### src/logic/fpbm_defs.svh
// Purpose: Offsets, field positions, reset values and timing counts of the flash guard block
// Assumes: 20 MHz system clock
// Notes:   Included by every design file of the block
`ifndef FPBM_DEFS_SVH
`define FPBM_DEFS_SVH

// ----------------------------------------------------------------------------
// Register offsets (byte addresses)
// ----------------------------------------------------------------------------
`define FPBM_OFS_SECURITY   12'h010
`define FPBM_OFS_STATUS     12'h020
`define FPBM_OFS_GUARD      12'h030
`define FPBM_OFS_CMD        12'h040
`define FPBM_OFS_CMD_ADDR   12'h044

// ----------------------------------------------------------------------------
// Fields, keys and reset values
// ----------------------------------------------------------------------------
`define FPBM_READY_BIT      0
`define FPBM_REJECT_BIT     1
`define FPBM_SEC_KEY        32'ha74a_9d23
`define FPBM_SEC_WINDOW     5'h10
`define FPBM_SEC_RESET      1'b1
`define FPBM_GUARD_RESET    4'h0

// ----------------------------------------------------------------------------
// Memory organisation and map
// ----------------------------------------------------------------------------
`define FPBM_PAGE_LSB       7
`define FPBM_BLOCK_LSB      15
`define FPBM_FLASH_CHIP_BASE 32'h0000_0000
`define FPBM_FLASH_CHIP_LAST 32'h0001_ffff
`define FPBM_FLASH_BOOT_BASE 32'h3f80_0000
`define FPBM_FLASH_BOOT_LAST 32'h3f81_ffff
`define FPBM_ROM_LAST       32'h0000_0fff
`define FPBM_RAM_BASE       32'h2000_0000
`define FPBM_RAM_LAST       32'h2000_3fff

// ----------------------------------------------------------------------------
// Timing: times in ns, counts derived from the clock period
// ----------------------------------------------------------------------------
`define FPBM_CLK_PERIOD_NS  50
`define FPBM_PAGE_NS        1250000
`define FPBM_BLOCK_NS       100000000
`define FPBM_CHIP_NS        200000000
`define FPBM_PAGE_CYCLES    (`FPBM_PAGE_NS / `FPBM_CLK_PERIOD_NS)
`define FPBM_BLOCK_CYCLES   (`FPBM_BLOCK_NS / `FPBM_CLK_PERIOD_NS)
`define FPBM_CHIP_CYCLES    (`FPBM_CHIP_NS / `FPBM_CLK_PERIOD_NS)

`endif

### src/logic/fpbm_pkg.sv
// Purpose: Types shared by the flash guard block
// Assumes: fpbm_defs.svh for all numbers
// Notes:   Command codes are the low bits of the command register
`include "fpbm_defs.svh"
package fpbm_pkg;
   typedef enum logic [2:0] {
      FPBM_CMD_NONE       = 3'h0,
      FPBM_CMD_PAGE_PROG  = 3'h1,
      FPBM_CMD_BLOCK_ERASE = 3'h2,
      FPBM_CMD_CHIP_ERASE = 3'h3,
      FPBM_CMD_GUARD_PROG = 3'h4,
      FPBM_CMD_GUARD_ERASE = 3'h5
   } fpbm_cmd_t;

   typedef enum logic [1:0] {
      FPBM_IDLE,
      FPBM_RUN,
      FPBM_FAILED
   } fpbm_state_t;

   // Block index of a flash offset
   function automatic logic [1:0] fpbm_block_of(input logic [16:0] ofs);
      fpbm_block_of = ofs[16:`FPBM_BLOCK_LSB];
   endfunction : fpbm_block_of
endpackage : fpbm_pkg

### src/logic/fpbm_key_gate.sv
// Purpose: Keyed update of the security enable bit
// Assumes: wr_hit pulses for one cycle per completed write to the security register
// Notes:   Partial-width writes never count
`include "fpbm_defs.svh"
module fpbm_key_gate (
   input  wire logic        clk,
   input  wire logic        rst_n,
   input  wire logic        wr_hit,
   input  wire logic        wr_full,
   input  wire logic [31:0] wr_data,
   output logic             security_enable_bit
);
   import fpbm_pkg::*;

   logic [4:0] window;

   // ----------------------------------------------------------------------------
   // Unlock window and bit update
   // ----------------------------------------------------------------------------
   always_ff @(posedge clk) begin
      if (!rst_n) begin
         window              <= 5'h00;
         security_enable_bit <= `FPBM_SEC_RESET;
      end else if (wr_hit && wr_full && wr_data == `FPBM_SEC_KEY) begin
         window <= `FPBM_SEC_WINDOW;
      end else if (wr_hit && wr_full && window != 5'h00) begin
         security_enable_bit <= wr_data[0];
         window              <= 5'h00;
      end else if (window != 5'h00) begin
         // Late or unkeyed writes fall through and change nothing
         window <= window - 5'h01;
      end
   end
endmodule : fpbm_key_gate

### src/logic/fpbm_addr_map.sv
// Purpose: Registered CPU address decode for flash, boot ROM and RAM
// Assumes: boot_from_flash is stable after reset release
// Notes:   Selects appear one cycle after the address
`include "fpbm_defs.svh"
module fpbm_addr_map (
   input  wire logic        clk,
   input  wire logic        rst_n,
   input  wire logic        boot_from_flash,
   input  wire logic [31:0] cpu_addr,
   output logic             sel_flash,
   output logic             sel_rom,
   output logic             sel_ram,
   output logic [16:0]      flash_offset,
   output logic [1:0]       flash_block
);
   import fpbm_pkg::*;

   function automatic logic in_range(input logic [31:0] a, input logic [31:0] lo, input logic [31:0] hi);
      in_range = (a >= lo) && (a <= hi);
   endfunction : in_range

   logic        hit_flash;
   logic [31:0] base;

   always_comb begin
      base      = boot_from_flash ? `FPBM_FLASH_CHIP_BASE : `FPBM_FLASH_BOOT_BASE;
      hit_flash = boot_from_flash ? in_range(cpu_addr, `FPBM_FLASH_CHIP_BASE, `FPBM_FLASH_CHIP_LAST)
                                  : in_range(cpu_addr, `FPBM_FLASH_BOOT_BASE, `FPBM_FLASH_BOOT_LAST);
   end

   always_ff @(posedge clk) begin
      if (!rst_n) begin
         sel_flash    <= 1'b0;
         sel_rom      <= 1'b0;
         sel_ram      <= 1'b0;
         flash_offset <= 17'h0_0000;
         flash_block  <= 2'h0;
      end else begin
         sel_flash    <= hit_flash;
         sel_rom      <= !boot_from_flash && in_range(cpu_addr, 32'h0000_0000, `FPBM_ROM_LAST);
         sel_ram      <= in_range(cpu_addr, `FPBM_RAM_BASE, `FPBM_RAM_LAST);
         flash_offset <= 17'(cpu_addr - base);
         flash_block  <= fpbm_block_of(17'(cpu_addr - base));
      end
   end
endmodule : fpbm_addr_map

### src/logic/fpbm_top.sv
// Purpose: Flash guard, security lock, boot selection and command sequencer
// Assumes: AXI4-Lite master keeps the channel rules; array reports failure on nvm_fail
// Notes:   Program and erase timing is modelled by counters, array contents live outside
//
// Our own choices: the AXI4-Lite slave port and the address map.
`include "fpbm_defs.svh"
module fpbm_top #(
   parameter int PAGE_CYCLES  = `FPBM_PAGE_CYCLES,
   parameter int BLOCK_CYCLES = `FPBM_BLOCK_CYCLES,
   parameter int CHIP_CYCLES  = `FPBM_CHIP_CYCLES
) (
   input  wire logic        clk,
   input  wire logic        rst_n,
   // AXI4-Lite slave
   input  wire logic [11:0] s_axi_awaddr,
   input  wire logic        s_axi_awvalid,
   output logic             s_axi_awready,
   input  wire logic [31:0] s_axi_wdata,
   input  wire logic [3:0]  s_axi_wstrb,
   input  wire logic        s_axi_wvalid,
   output logic             s_axi_wready,
   output logic [1:0]       s_axi_bresp,
   output logic             s_axi_bvalid,
   input  wire logic        s_axi_bready,
   input  wire logic [11:0] s_axi_araddr,
   input  wire logic        s_axi_arvalid,
   output logic             s_axi_arready,
   output logic [31:0]      s_axi_rdata,
   output logic [1:0]       s_axi_rresp,
   output logic             s_axi_rvalid,
   input  wire logic        s_axi_rready,
   // Boot and CPU address map
   input  wire logic        boot_pin,
   input  wire logic [31:0] cpu_addr,
   output logic             boot_rom_mode,
   output logic             sel_flash,
   output logic             sel_rom,
   output logic             sel_ram,
   output logic [16:0]      flash_offset,
   output logic             cpu_read_allow,
   // Debug gating
   output logic             debug_disable,
   // Flash array operation port
   output logic             nvm_start,
   output fpbm_pkg::fpbm_cmd_t nvm_kind,
   output logic [16:0]      nvm_addr,
   input  wire logic        nvm_fail
);
   import fpbm_pkg::*;

   localparam logic [1:0] RESP_OKAY   = 2'b00;
   localparam logic [1:0] RESP_SLVERR = 2'b10;

   // ----------------------------------------------------------------------------
   // Declarations
   // ----------------------------------------------------------------------------
   logic [11:0]  aw_addr;
   logic [31:0]  w_data;
   logic [3:0]   w_strb;
   logic         aw_held;
   logic         w_held;
   logic         wr_fire;
   logic         wr_full;
   logic         wr_mapped;
   logic         rd_mapped;
   logic [31:0]  rd_word;
   logic         security_enable_bit;
   logic [3:0]   block_guard_bits;
   logic         lock;
   logic         auto_operation_ready_flag;
   logic         reject;
   logic [16:0]  cmd_addr;
   fpbm_state_t  state;
   logic [22:0]  busy_count;
   fpbm_cmd_t    run_kind;
   logic [1:0]   run_guard;
   logic         cmd_hit;
   fpbm_cmd_t    cmd_code;
   logic [1:0]   cmd_block;
   logic         cmd_ok;
   fpbm_cmd_t    next_kind;
   logic [22:0]  next_count;
   logic         boot_done;
   logic         boot_from_flash;

   function automatic logic [22:0] op_cycles(input fpbm_cmd_t k);
      case (k)
         FPBM_CMD_PAGE_PROG:   op_cycles = 23'(PAGE_CYCLES);
         FPBM_CMD_BLOCK_ERASE: op_cycles = 23'(BLOCK_CYCLES);
         FPBM_CMD_CHIP_ERASE:  op_cycles = 23'(CHIP_CYCLES);
         default:              op_cycles = 23'h00_0001;
      endcase
   endfunction : op_cycles

   // ----------------------------------------------------------------------------
   // AXI4-Lite write channels
   // ----------------------------------------------------------------------------
   assign wr_fire = aw_held && w_held && !s_axi_bvalid;
   assign wr_full = (w_strb == 4'hf);

   always_comb begin
      case (aw_addr)
         `FPBM_OFS_SECURITY, `FPBM_OFS_STATUS, `FPBM_OFS_GUARD,
         `FPBM_OFS_CMD, `FPBM_OFS_CMD_ADDR: wr_mapped = 1'b1;
         default:                           wr_mapped = 1'b0;
      endcase
   end

   always_ff @(posedge clk) begin
      if (!rst_n) begin
         aw_held       <= 1'b0;
         aw_addr       <= 12'h000;
         s_axi_awready <= 1'b1;
      end else if (s_axi_awvalid && s_axi_awready) begin
         aw_held       <= 1'b1;
         aw_addr       <= s_axi_awaddr;
         s_axi_awready <= 1'b0;
      end else if (wr_fire) begin
         aw_held <= 1'b0;
      end else if (s_axi_bvalid && s_axi_bready) begin
         s_axi_awready <= 1'b1;
      end
   end

   always_ff @(posedge clk) begin
      if (!rst_n) begin
         w_held       <= 1'b0;
         w_data       <= 32'h0000_0000;
         w_strb       <= 4'h0;
         s_axi_wready <= 1'b1;
      end else if (s_axi_wvalid && s_axi_wready) begin
         w_held       <= 1'b1;
         w_data       <= s_axi_wdata;
         w_strb       <= s_axi_wstrb;
         s_axi_wready <= 1'b0;
      end else if (wr_fire) begin
         w_held <= 1'b0;
      end else if (s_axi_bvalid && s_axi_bready) begin
         s_axi_wready <= 1'b1;
      end
   end

   always_ff @(posedge clk) begin
      if (!rst_n) begin
         s_axi_bvalid <= 1'b0;
         s_axi_bresp  <= RESP_OKAY;
      end else if (wr_fire) begin
         s_axi_bvalid <= 1'b1;
         s_axi_bresp  <= wr_mapped ? RESP_OKAY : RESP_SLVERR;
      end else if (s_axi_bready) begin
         s_axi_bvalid <= 1'b0;
      end
   end

   // ----------------------------------------------------------------------------
   // AXI4-Lite read channel
   // ----------------------------------------------------------------------------
   always_comb begin
      rd_mapped = 1'b1;
      case (s_axi_araddr)
         `FPBM_OFS_SECURITY: rd_word = {31'h0, security_enable_bit};
         `FPBM_OFS_STATUS:   rd_word = {30'h0, reject, auto_operation_ready_flag};
         `FPBM_OFS_GUARD:    rd_word = {28'h0, block_guard_bits};
         `FPBM_OFS_CMD:      rd_word = {29'h0, run_kind};
         `FPBM_OFS_CMD_ADDR: rd_word = {15'h0, cmd_addr};
         default: begin
            rd_word   = 32'h0000_0000;
            rd_mapped = 1'b0;
         end
      endcase
   end

   always_ff @(posedge clk) begin
      if (!rst_n) begin
         s_axi_arready <= 1'b1;
         s_axi_rvalid  <= 1'b0;
         s_axi_rdata   <= 32'h0000_0000;
         s_axi_rresp   <= RESP_OKAY;
      end else if (s_axi_arvalid && s_axi_arready) begin
         s_axi_arready <= 1'b0;
         s_axi_rvalid  <= 1'b1;
         s_axi_rdata   <= rd_word;
         s_axi_rresp   <= rd_mapped ? RESP_OKAY : RESP_SLVERR;
      end else if (s_axi_rvalid && s_axi_rready) begin
         s_axi_rvalid  <= 1'b0;
         s_axi_arready <= 1'b1;
      end
   end

   // ----------------------------------------------------------------------------
   // Security bit and lock
   // ----------------------------------------------------------------------------
   fpbm_key_gate u_key_gate (
      .clk                 (clk),
      .rst_n               (rst_n),
      .wr_hit              (wr_fire && aw_addr == `FPBM_OFS_SECURITY),
      .wr_full             (wr_full),
      .wr_data             (w_data),
      .security_enable_bit (security_enable_bit)
   );

   assign lock = security_enable_bit && (&block_guard_bits);

   always_ff @(posedge clk) begin
      if (!rst_n) begin
         debug_disable  <= 1'b1;
         cpu_read_allow <= 1'b0;
      end else begin
         debug_disable  <= lock;
         // Reads stay open whatever the lock says
         cpu_read_allow <= 1'b1;
      end
   end

   // ----------------------------------------------------------------------------
   // Command decode and admission
   // ----------------------------------------------------------------------------
   assign cmd_hit   = wr_fire && wr_full && aw_addr == `FPBM_OFS_CMD;
   assign cmd_code  = fpbm_cmd_t'(w_data[2:0]);
   assign cmd_block = fpbm_block_of(cmd_addr);

   always_comb begin
      cmd_ok    = 1'b0;
      next_kind = cmd_code;
      if (lock) begin
         // Any guard-erase try under lock becomes a full wipe
         cmd_ok    = (cmd_code == FPBM_CMD_GUARD_ERASE);
         next_kind = FPBM_CMD_CHIP_ERASE;
      end else begin
         case (cmd_code)
            FPBM_CMD_PAGE_PROG, FPBM_CMD_BLOCK_ERASE: cmd_ok = !block_guard_bits[cmd_block];
            FPBM_CMD_CHIP_ERASE:                      cmd_ok = !(|block_guard_bits);
            FPBM_CMD_GUARD_PROG, FPBM_CMD_GUARD_ERASE: cmd_ok = 1'b1;
            default:                                  cmd_ok = 1'b0;
         endcase
      end
      next_count = op_cycles(next_kind);
   end

   always_ff @(posedge clk) begin
      if (!rst_n) begin
         cmd_addr <= 17'h0_0000;
      end else if (wr_fire && wr_full && aw_addr == `FPBM_OFS_CMD_ADDR) begin
         cmd_addr <= w_data[16:0];
      end
   end

   // ----------------------------------------------------------------------------
   // Auto operation sequencer
   // ----------------------------------------------------------------------------
   always_ff @(posedge clk) begin
      if (!rst_n) begin
         state      <= FPBM_IDLE;
         busy_count <= 23'h00_0000;
         run_kind   <= FPBM_CMD_NONE;
         run_guard  <= 2'h0;
         reject     <= 1'b0;
         nvm_start  <= 1'b0;
         nvm_kind   <= FPBM_CMD_NONE;
         nvm_addr   <= 17'h0_0000;
      end else begin
         nvm_start <= 1'b0;
         case (state)
            FPBM_IDLE: begin
               if (cmd_hit && cmd_ok) begin
                  state      <= FPBM_RUN;
                  busy_count <= next_count;
                  run_kind   <= next_kind;
                  run_guard  <= cmd_block;
                  reject     <= 1'b0;
                  nvm_start  <= 1'b1;
                  nvm_kind   <= next_kind;
                  // Page program works on the whole page
                  nvm_addr   <= (next_kind == FPBM_CMD_PAGE_PROG) ?
                                {cmd_addr[16:`FPBM_PAGE_LSB], 7'h00} : cmd_addr;
               end else if (cmd_hit && !lock) begin
                  reject <= 1'b1;
               end
            end
            FPBM_RUN: begin
               // Commands written while busy are dropped
               if (nvm_fail) begin
                  state <= FPBM_FAILED;
               end else if (busy_count == 23'h00_0001) begin
                  state <= FPBM_IDLE;
               end else begin
                  busy_count <= busy_count - 23'h00_0001;
               end
            end
            FPBM_FAILED: state <= FPBM_FAILED;
            default:     state <= FPBM_IDLE;
         endcase
      end
   end

   assign auto_operation_ready_flag = (state == FPBM_IDLE);

   // ----------------------------------------------------------------------------
   // Guard bits
   // ----------------------------------------------------------------------------
   always_ff @(posedge clk) begin
      if (!rst_n) begin
         block_guard_bits <= `FPBM_GUARD_RESET;
      end else if (state == FPBM_RUN && busy_count == 23'h00_0001 && !nvm_fail) begin
         case (run_kind)
            FPBM_CMD_GUARD_PROG:  block_guard_bits[run_guard] <= 1'b1;
            FPBM_CMD_GUARD_ERASE: block_guard_bits <= 4'h0;
            FPBM_CMD_CHIP_ERASE:  block_guard_bits <= 4'h0;
            default:              block_guard_bits <= block_guard_bits;
         endcase
      end
   end

   // ----------------------------------------------------------------------------
   // Boot selection and address map
   // ----------------------------------------------------------------------------
   always_ff @(posedge clk) begin
      if (!rst_n) begin
         boot_done       <= 1'b0;
         boot_from_flash <= 1'b1;
         boot_rom_mode   <= 1'b0;
      end else if (!boot_done) begin
         boot_done       <= 1'b1;
         boot_from_flash <= boot_pin;
         boot_rom_mode   <= !boot_pin;
      end
   end

   fpbm_addr_map u_addr_map (
      .clk             (clk),
      .rst_n           (rst_n),
      .boot_from_flash (boot_from_flash),
      .cpu_addr        (cpu_addr),
      .sel_flash       (sel_flash),
      .sel_rom         (sel_rom),
      .sel_ram         (sel_ram),
      .flash_offset    (flash_offset),
      .flash_block     ()
   );
endmodule : fpbm_top

### config.mk
export PLATFORM = sky130hd
export DESIGN_NAME = fpbm_top
export DESIGN_NICKNAME = d
export VERILOG_FILES = /design/src/logic/fpbm_pkg.sv /design/src/logic/fpbm_key_gate.sv /design/src/logic/fpbm_addr_map.sv /design/src/logic/fpbm_top.sv
export VERILOG_INCLUDE_DIRS = /design/src /design/src/logic
export SDC_FILE = /design/constraint.sdc
export NUM_CORES = 1
export LEC_CHECK = 0
export ABC_AREA = 1
export BUFFER_PORTS_ARGS = -buffer_cell sky130_fd_sc_hd__buf_2
export CAP_MARGIN = 20
export CORE_UTILIZATION = 58
export CTS_BUF_LIST = sky130_fd_sc_hd__clkbuf_16
export DETAILED_ROUTE_END_ITERATION = 8
export GPL_TIMING_DRIVEN = 0
export PLACE_DENSITY_LB_ADDON = 0.12
export RECOVER_POWER = 25
export SYNTH_ARGS = -nofsm -noshare
export SYNTH_HDL_FRONTEND = slang
export SYNTH_SLANG_ARGS = --single-unit
### constraint.sdc
create_clock -name clk -period 3.5 [get_ports clk]
set_clock_uncertainty 0.2 [all_clocks]
set_input_delay 1.05 -clock clk [delete_from_list [all_inputs] [get_ports clk]]
set_output_delay 1.05 -clock clk [all_outputs]
set_load 0.03 [all_outputs]
==> Yosys cells after proc, flatten, opt, wreduce, memory -nomap -nowiden <==
Cells that the tools add are included.
W data, S select, Z words.
{ "word_totals": {"reg_bits": 191, "latch_bits": 0, "ram_bits": 0, "romBits": 0, "input_bits": 101, "output_inout_bits": 85, "word_cells": 186, "n_memories": 0} }
{ "classes": {"add_sub_neg": 3, "mul": 0, "div_mod_pow": 0, "magnitude_cmp": 10, "n_eq_ne": 32, "shift": 0, "muxes": 44, "n_bitwise": 3, "reduce_logical": 61} }
{ "op_table": {"columns": ["operator", "count"], "rows": [
  ["$pmux W17 S5", 1],
  ["$mux W23", 3],
  ["$pmux W22 S3", 1],
  ["$ge A32 B30 Y1 const B", 2],
  ["$le A32 B30 Y1 const B", 2],
  ["$eq A12 B6 Y1 const B", 4],
  ["$eq A12 B7 Y1 const B", 4],
  ["$pmux W23 S2", 1],
  ["$eq A32 B32 Y1 const B", 1],
  ["$ge A32 B1 Y1 const B", 1],
  ["$le A32 B12 Y1 const B", 1],
  ["$le A32 B17 Y1 const B", 1],
  ["$logic_and A1 B1 Y1", 25],
  ["$eq A12 B5 Y1 const B", 2],
  ["$eq A23 B1 Y1 const B", 1],
  ["$mux W1", 23],
  ["$sub A23 B1 Y23 const B", 1],
  ["$reduce_bool A2 Y1", 9],
  ["$sub A17 B17 Y17 const B", 1],
  ["$reduce_and A2 Y1", 8],
  ["$eq A3 B2 Y1 const B", 5],
  ["$mux W5", 3],
  ["$eq A3 B3 Y1 const B", 4],
  ["$mux W2", 5],
  ["28 further kinds", 44]
]} }

==> Longest topological paths before layout <==
{ "logic_depth": {"ltp_word": 8, "depth_mapped": 13, "mapped_depth_nobuf": 11} }

==> Cells and area by module <==
A second synthesis with hierarchy kept.
{ "hier_totals": {"cells_unflattened": 1136, "area_unflattened_um2": 7823.8} }
{ "by_module_without_submodules": {"columns": ["module", "instances", "cells_per_inst", "area_each_um2", "seq_area_each_um2"], "rows": [
  ["fpbm_top", 1, 956, 6616.3, 2922.8],
  ["fpbm_addr_map", 1, 105, 755.7, 400.4],
  ["fpbm_key_gate", 1, 75, 451.7, 120.1]
]} }

==> Worst setup path after synthesis <==
No wires, ideal clock.
{ "synth_timing": {"kind": "input port to flip-flop", "start": "input s_axi_araddr[5]", "end": "register s_axi_rdata[10]", "setup_time_ns": 0.070, "t_arrival_ns": 2.084, "required_time_ns": 3.230, "slack_ns": 1.146, "cell_stages": 6, "path_buffers": 1, "path_cell_list": "nor2_1 -> nand3_1 -> nor3_2 -> buf_4 -> nand3_1 -> a21oi_1"} }
{ "synth_via": {"elab_chain_cells": 2, "elab_cells_between_ends": 6, "cone_classes": "eq/ne (5); mux (1)"} }
{ "synth_rtl": {"columns": ["item", "line", "rtl"], "rows": [
  ["start, declared", "fpbm_top.sv:25", "input wire logic [11:0] s_axi_araddr,"],
  ["$eq A12 B7 Y1, or another cell as far along", "fpbm_top.sv:160", "case (s_axi_araddr)"],
  ["$pmux W17 S5 (*)", "fpbm_top.sv:160", null],
  ["end signal, assigned", "fpbm_top.sv:182", "s_axi_rdata <= rd_word;"],
  ["end, declared", "fpbm_top.sv:28", "output logic [31:0] s_axi_rdata,"]
]} }
Mark *: on every way between the ends. The rest lies on a longest branch, timed or not.
A chain may end at the register's enable or synchronous reset.

==> metrics.md <==
| Metric | Value |
|---|---|
| Max Fclk | ~370 MHz |
| Cell count of the worst hold path | 2 |
| Post-DRT Antenna Nets | 0 |
| CTS tree | yes |
| Worst Hold Endpoint | nvm_addr[4] |
| Root buf cell | clkbuf_16 |
| Starting Density | approximately 59% |
| Startpoint types | input port |
| Crit Path Max Fanout | 10 |
| Initial antenna violation count | 0 |
| IO buf count | approximately 170 |
| Die Height | roughly 120 microns |
| Total CTS buffers | 17 |
| Ant diodes | 0 |
| Ports | 186 |
| Status | complete, no violations |
| Final net count | between 1000 and 1500 |
| PwrDens | just under 500 mW/mm^2 |
| H-tree Lvls | 4 |
| Remaining DRCs | 0 |
| Critical path required time | ~3.7 ns |
| Synth warnings | 0 |
| Min cycle time layout | between 2 and 3 ns |
| Reg2Reg Depth | 8 |
| Layout cells sized above 1 | around 18% |
| Hold Path Origin | nvm_addr[4] |
| Synth Register Bits | around 170 |
| Clk sinks | between 150 and 200 |
| Seq/Total Area, Yosys | a little over two fifths |
| WL/cell | 13.49 microns |
| Setup bufs post-CTS | 0 |
| CP Data Arrival Time | 2.82 ns |
| Number of cell rows | 42 |
| Worst r2r src | state[1] |
| Filler cells | about 1100 |
| Slew Limit Headroom | a little under three fifths |
| Total grt overflow | 0 |
| Synth-to-Final Area Change | 21.27% |
| Setup ws final | between 0.8 and 0.9 ns |
| Final GP Congestion | ~0.94 |
| CP Class | in -> reg |
| Vias | 7965 |
| Number of global-route vias before repair | about 7200 |
| Setup WS pre-CTS | between 0.6 and 0.7 ns |
| Hold-fix buffers at CTS | 0 |
| HP Class | reg -> reg |
| TNS Setup | 0 ns |
| Die area | 0.01403 sq mm |
| Reg clk slew, reported paths | ~0.060 ns |
| Post-CTS sizing | 0 |
| Worst-margin pin slew | roughly 0.66 ns |
| Period utilization | between 70 and 80% |
| Dpl hpwl | between 15 and 20 mm |
| Unrepaired setup endpoints after global routing | false |
| Slew Viols, Final | 0 |
| DRT iter0 DRCs | roughly 500 |
| Post-Syn Area | approximately 0.0079 sq mm |
| Drt first pass iters | 5 |
| GRT Total Usage | 30.04% |
| Core Region | approximately 0.013 sq mm |
| Leak Pwr | 4.607 nW |
| Peak VDD IR | 334.7 uV |
| Final setup viols | 0 |
| Setup slack, reg-to-reg | between 1 and 1.5 ns |
| Final wirelength | a little over 20 mm |
| Die Wd | ~120 microns |
| Max Cap Viol | 0 |
| Mapped Cells | between 1000 and 1500 |
| Skew-Pair Late Insertion Delay | around 0.42 ns |
| Hold violation count in the final report | 0 |
| First-pass GRT wire length | 33.58 mm |
| Via density | ~5.2 |
| Endpoint type of the worst setup path | flop |
| Distinct cell type count after synthesis | 38 |
| CTS max path bufs | 2 |
| Crit Reg-Reg Endpoint | nvm_addr[10] |
| Avg Cell Area, Syn | 6.881 sq um |
| Pin count of the biggest net entering global routing | 17 |
-- final cells by class --
cell class / instances / area [sq um] / area share (%)
clock buffers: 17 / 425.4 / 4.460
clock inverters: 12 / 173.9 / 1.823
well taps: 176 / 220.2 / 2.309
multi-input cells: 818 / 3709 / 38.88
repair buffers: 168 / 827.0 / 8.671
inverters: 110 / 412.9 / 4.329
flip-flops and latches: 172 / 3443 / 36.10
plain buffers: 59 / 326.6 / 3.424
-- cell usage in the layout, fill, tap and decap left out, types with 6 or more instances in the layout --
cell	instances
conb_1	17
nand3_1	92
nand2_1	271
nand4_1	24
nor2_2	8
nor3_1	14
o21ai_0	75
dfxtp_1	172
inv_1	104
inv_2	6
nor2_1	200
clkbuf_16	17
a21oi_1	75
buf_2	160
buf_4	21
clkbuf_1	40
xor2_1	8
-- synth_stat cells --
cell      count  area [sq um]
nand3_2       2         20.02
clkbuf_1     26         97.59
nor3_2        1         10.01
and2_1        1         6.260
nor3_1       13         65.06
nand2_1     271          1017
nor4_1        3         18.77
o21bai_4      1         18.77
nand3b_1      2         15.01
buf_1         3         11.26
nand4_1      24         150.1
nand3_1      92         460.4
a31oi_1       1         6.260
nor2_2        8         50.05
o21ai_0      75         375.4
nor2_1      199         747.0
clkinv_1      1         3.750
buf_4        21         157.7
o21a_1        3         22.52
nor2_8        1         20.02
a211oi_1      1         7.510
nand4_4       1         21.27
buf_6         4         45.04
buf_2         5         25.02
inv_2         7         26.28
inv_1       102         382.9
conb_1        1         3.750
a21oi_1      74         370.4
ha_1          3         37.54
nand2_4       1         11.26
o21bai_1      1         7.510
nor2_4        6         67.56
nand2_2       5         31.28
a21oi_4       1         16.27
xor2_1        8         70.07
or2_2         2         12.51
dfxtp_1     172          3443
nand4_2       1         12.51
-- sequential cells by signal, summed over array words and instances (netlist names), 2 cells and up --
register	cells
w_strb	4
block_guard_bits	4
w_data	32
u_addr_map.flash_offset	17
s_axi_rdata	17
busy_count	23
aw_addr	12
cmd_addr	17
state	2
run_kind	3
nvm_addr	17
u_key_gate.window	5
-- report_power, final --
part | internal, mW | switching (mW)
registers | 2.05 | 0.0530
clock network | 1.18 | 0.762
logic | 0.191 | 0.367
-- cell families after synthesis --
kind of cell,synth area share [%]
AO/OA/AOI/OAI,10.48
buffers and inverters,9.529
other,0.04768
XOR/XNOR,0.8909
AND/OR/NAND/NOR,34.79
adder cells (fa/ha/maj),0.4773
flip-flops,43.78
-- worst max-delay path, cell delays in order --
cell and delay (ns):
clkbuf_1 0.39, clkbuf_1 0.48, clkbuf_1 0.54, o21ai_0 0.20, a21oi_1 0.15
-- worst max path at each step --
stage | cells after the start | end | startpoint
2_1_floorplan | 6 | s_axi_rdata[10] | s_axi_araddr[5]
3_3_place_gp | 5 | aw_addr[3] | rst_n
4_1_cts | 5 | aw_addr[2] | rst_n
5_1_grt | 5 | aw_addr[2] | rst_n
6_report | 5 | aw_addr[2] | rst_n
3_5_place_dp | 5 | aw_addr[2] | rst_n
-- per-layer routing --
layer | share of wire [%] | global-route usage (%)
met1 | 44 | 37.70
met2 | 48 | 50.55
met3 | 6.2 | 6.129
met4 | 2.6 | 11.79
met5 | 0 | 0
-- stage by stage --
| stage | util, % | hold slack [ns] | total power [mW] | instance area, sq um | cells |
|---|---|---|---|---|---|
| 2_1_floorplan | - | 0.2343 | 2.529 | 7925 | 1159 |
| 3_3_place_gp | 67.86 | 0.2229 | 2.691 | 8986 | 1503 |
| 3_5_place_dp | 67.86 | 0.2356 | 2.702 | 8986 | 1503 |
| 4_1_cts | 72.38 | 0.2492 | 4.618 | 9585 | 1532 |
| 5_1_grt | 72.02 | 0.2655 | 4.793 | 9538 | 1532 |
| 6_report | 72.02 | 0.2486 | 4.606 | 9538 | 1532 |
(Power assumes the default switching activity.)
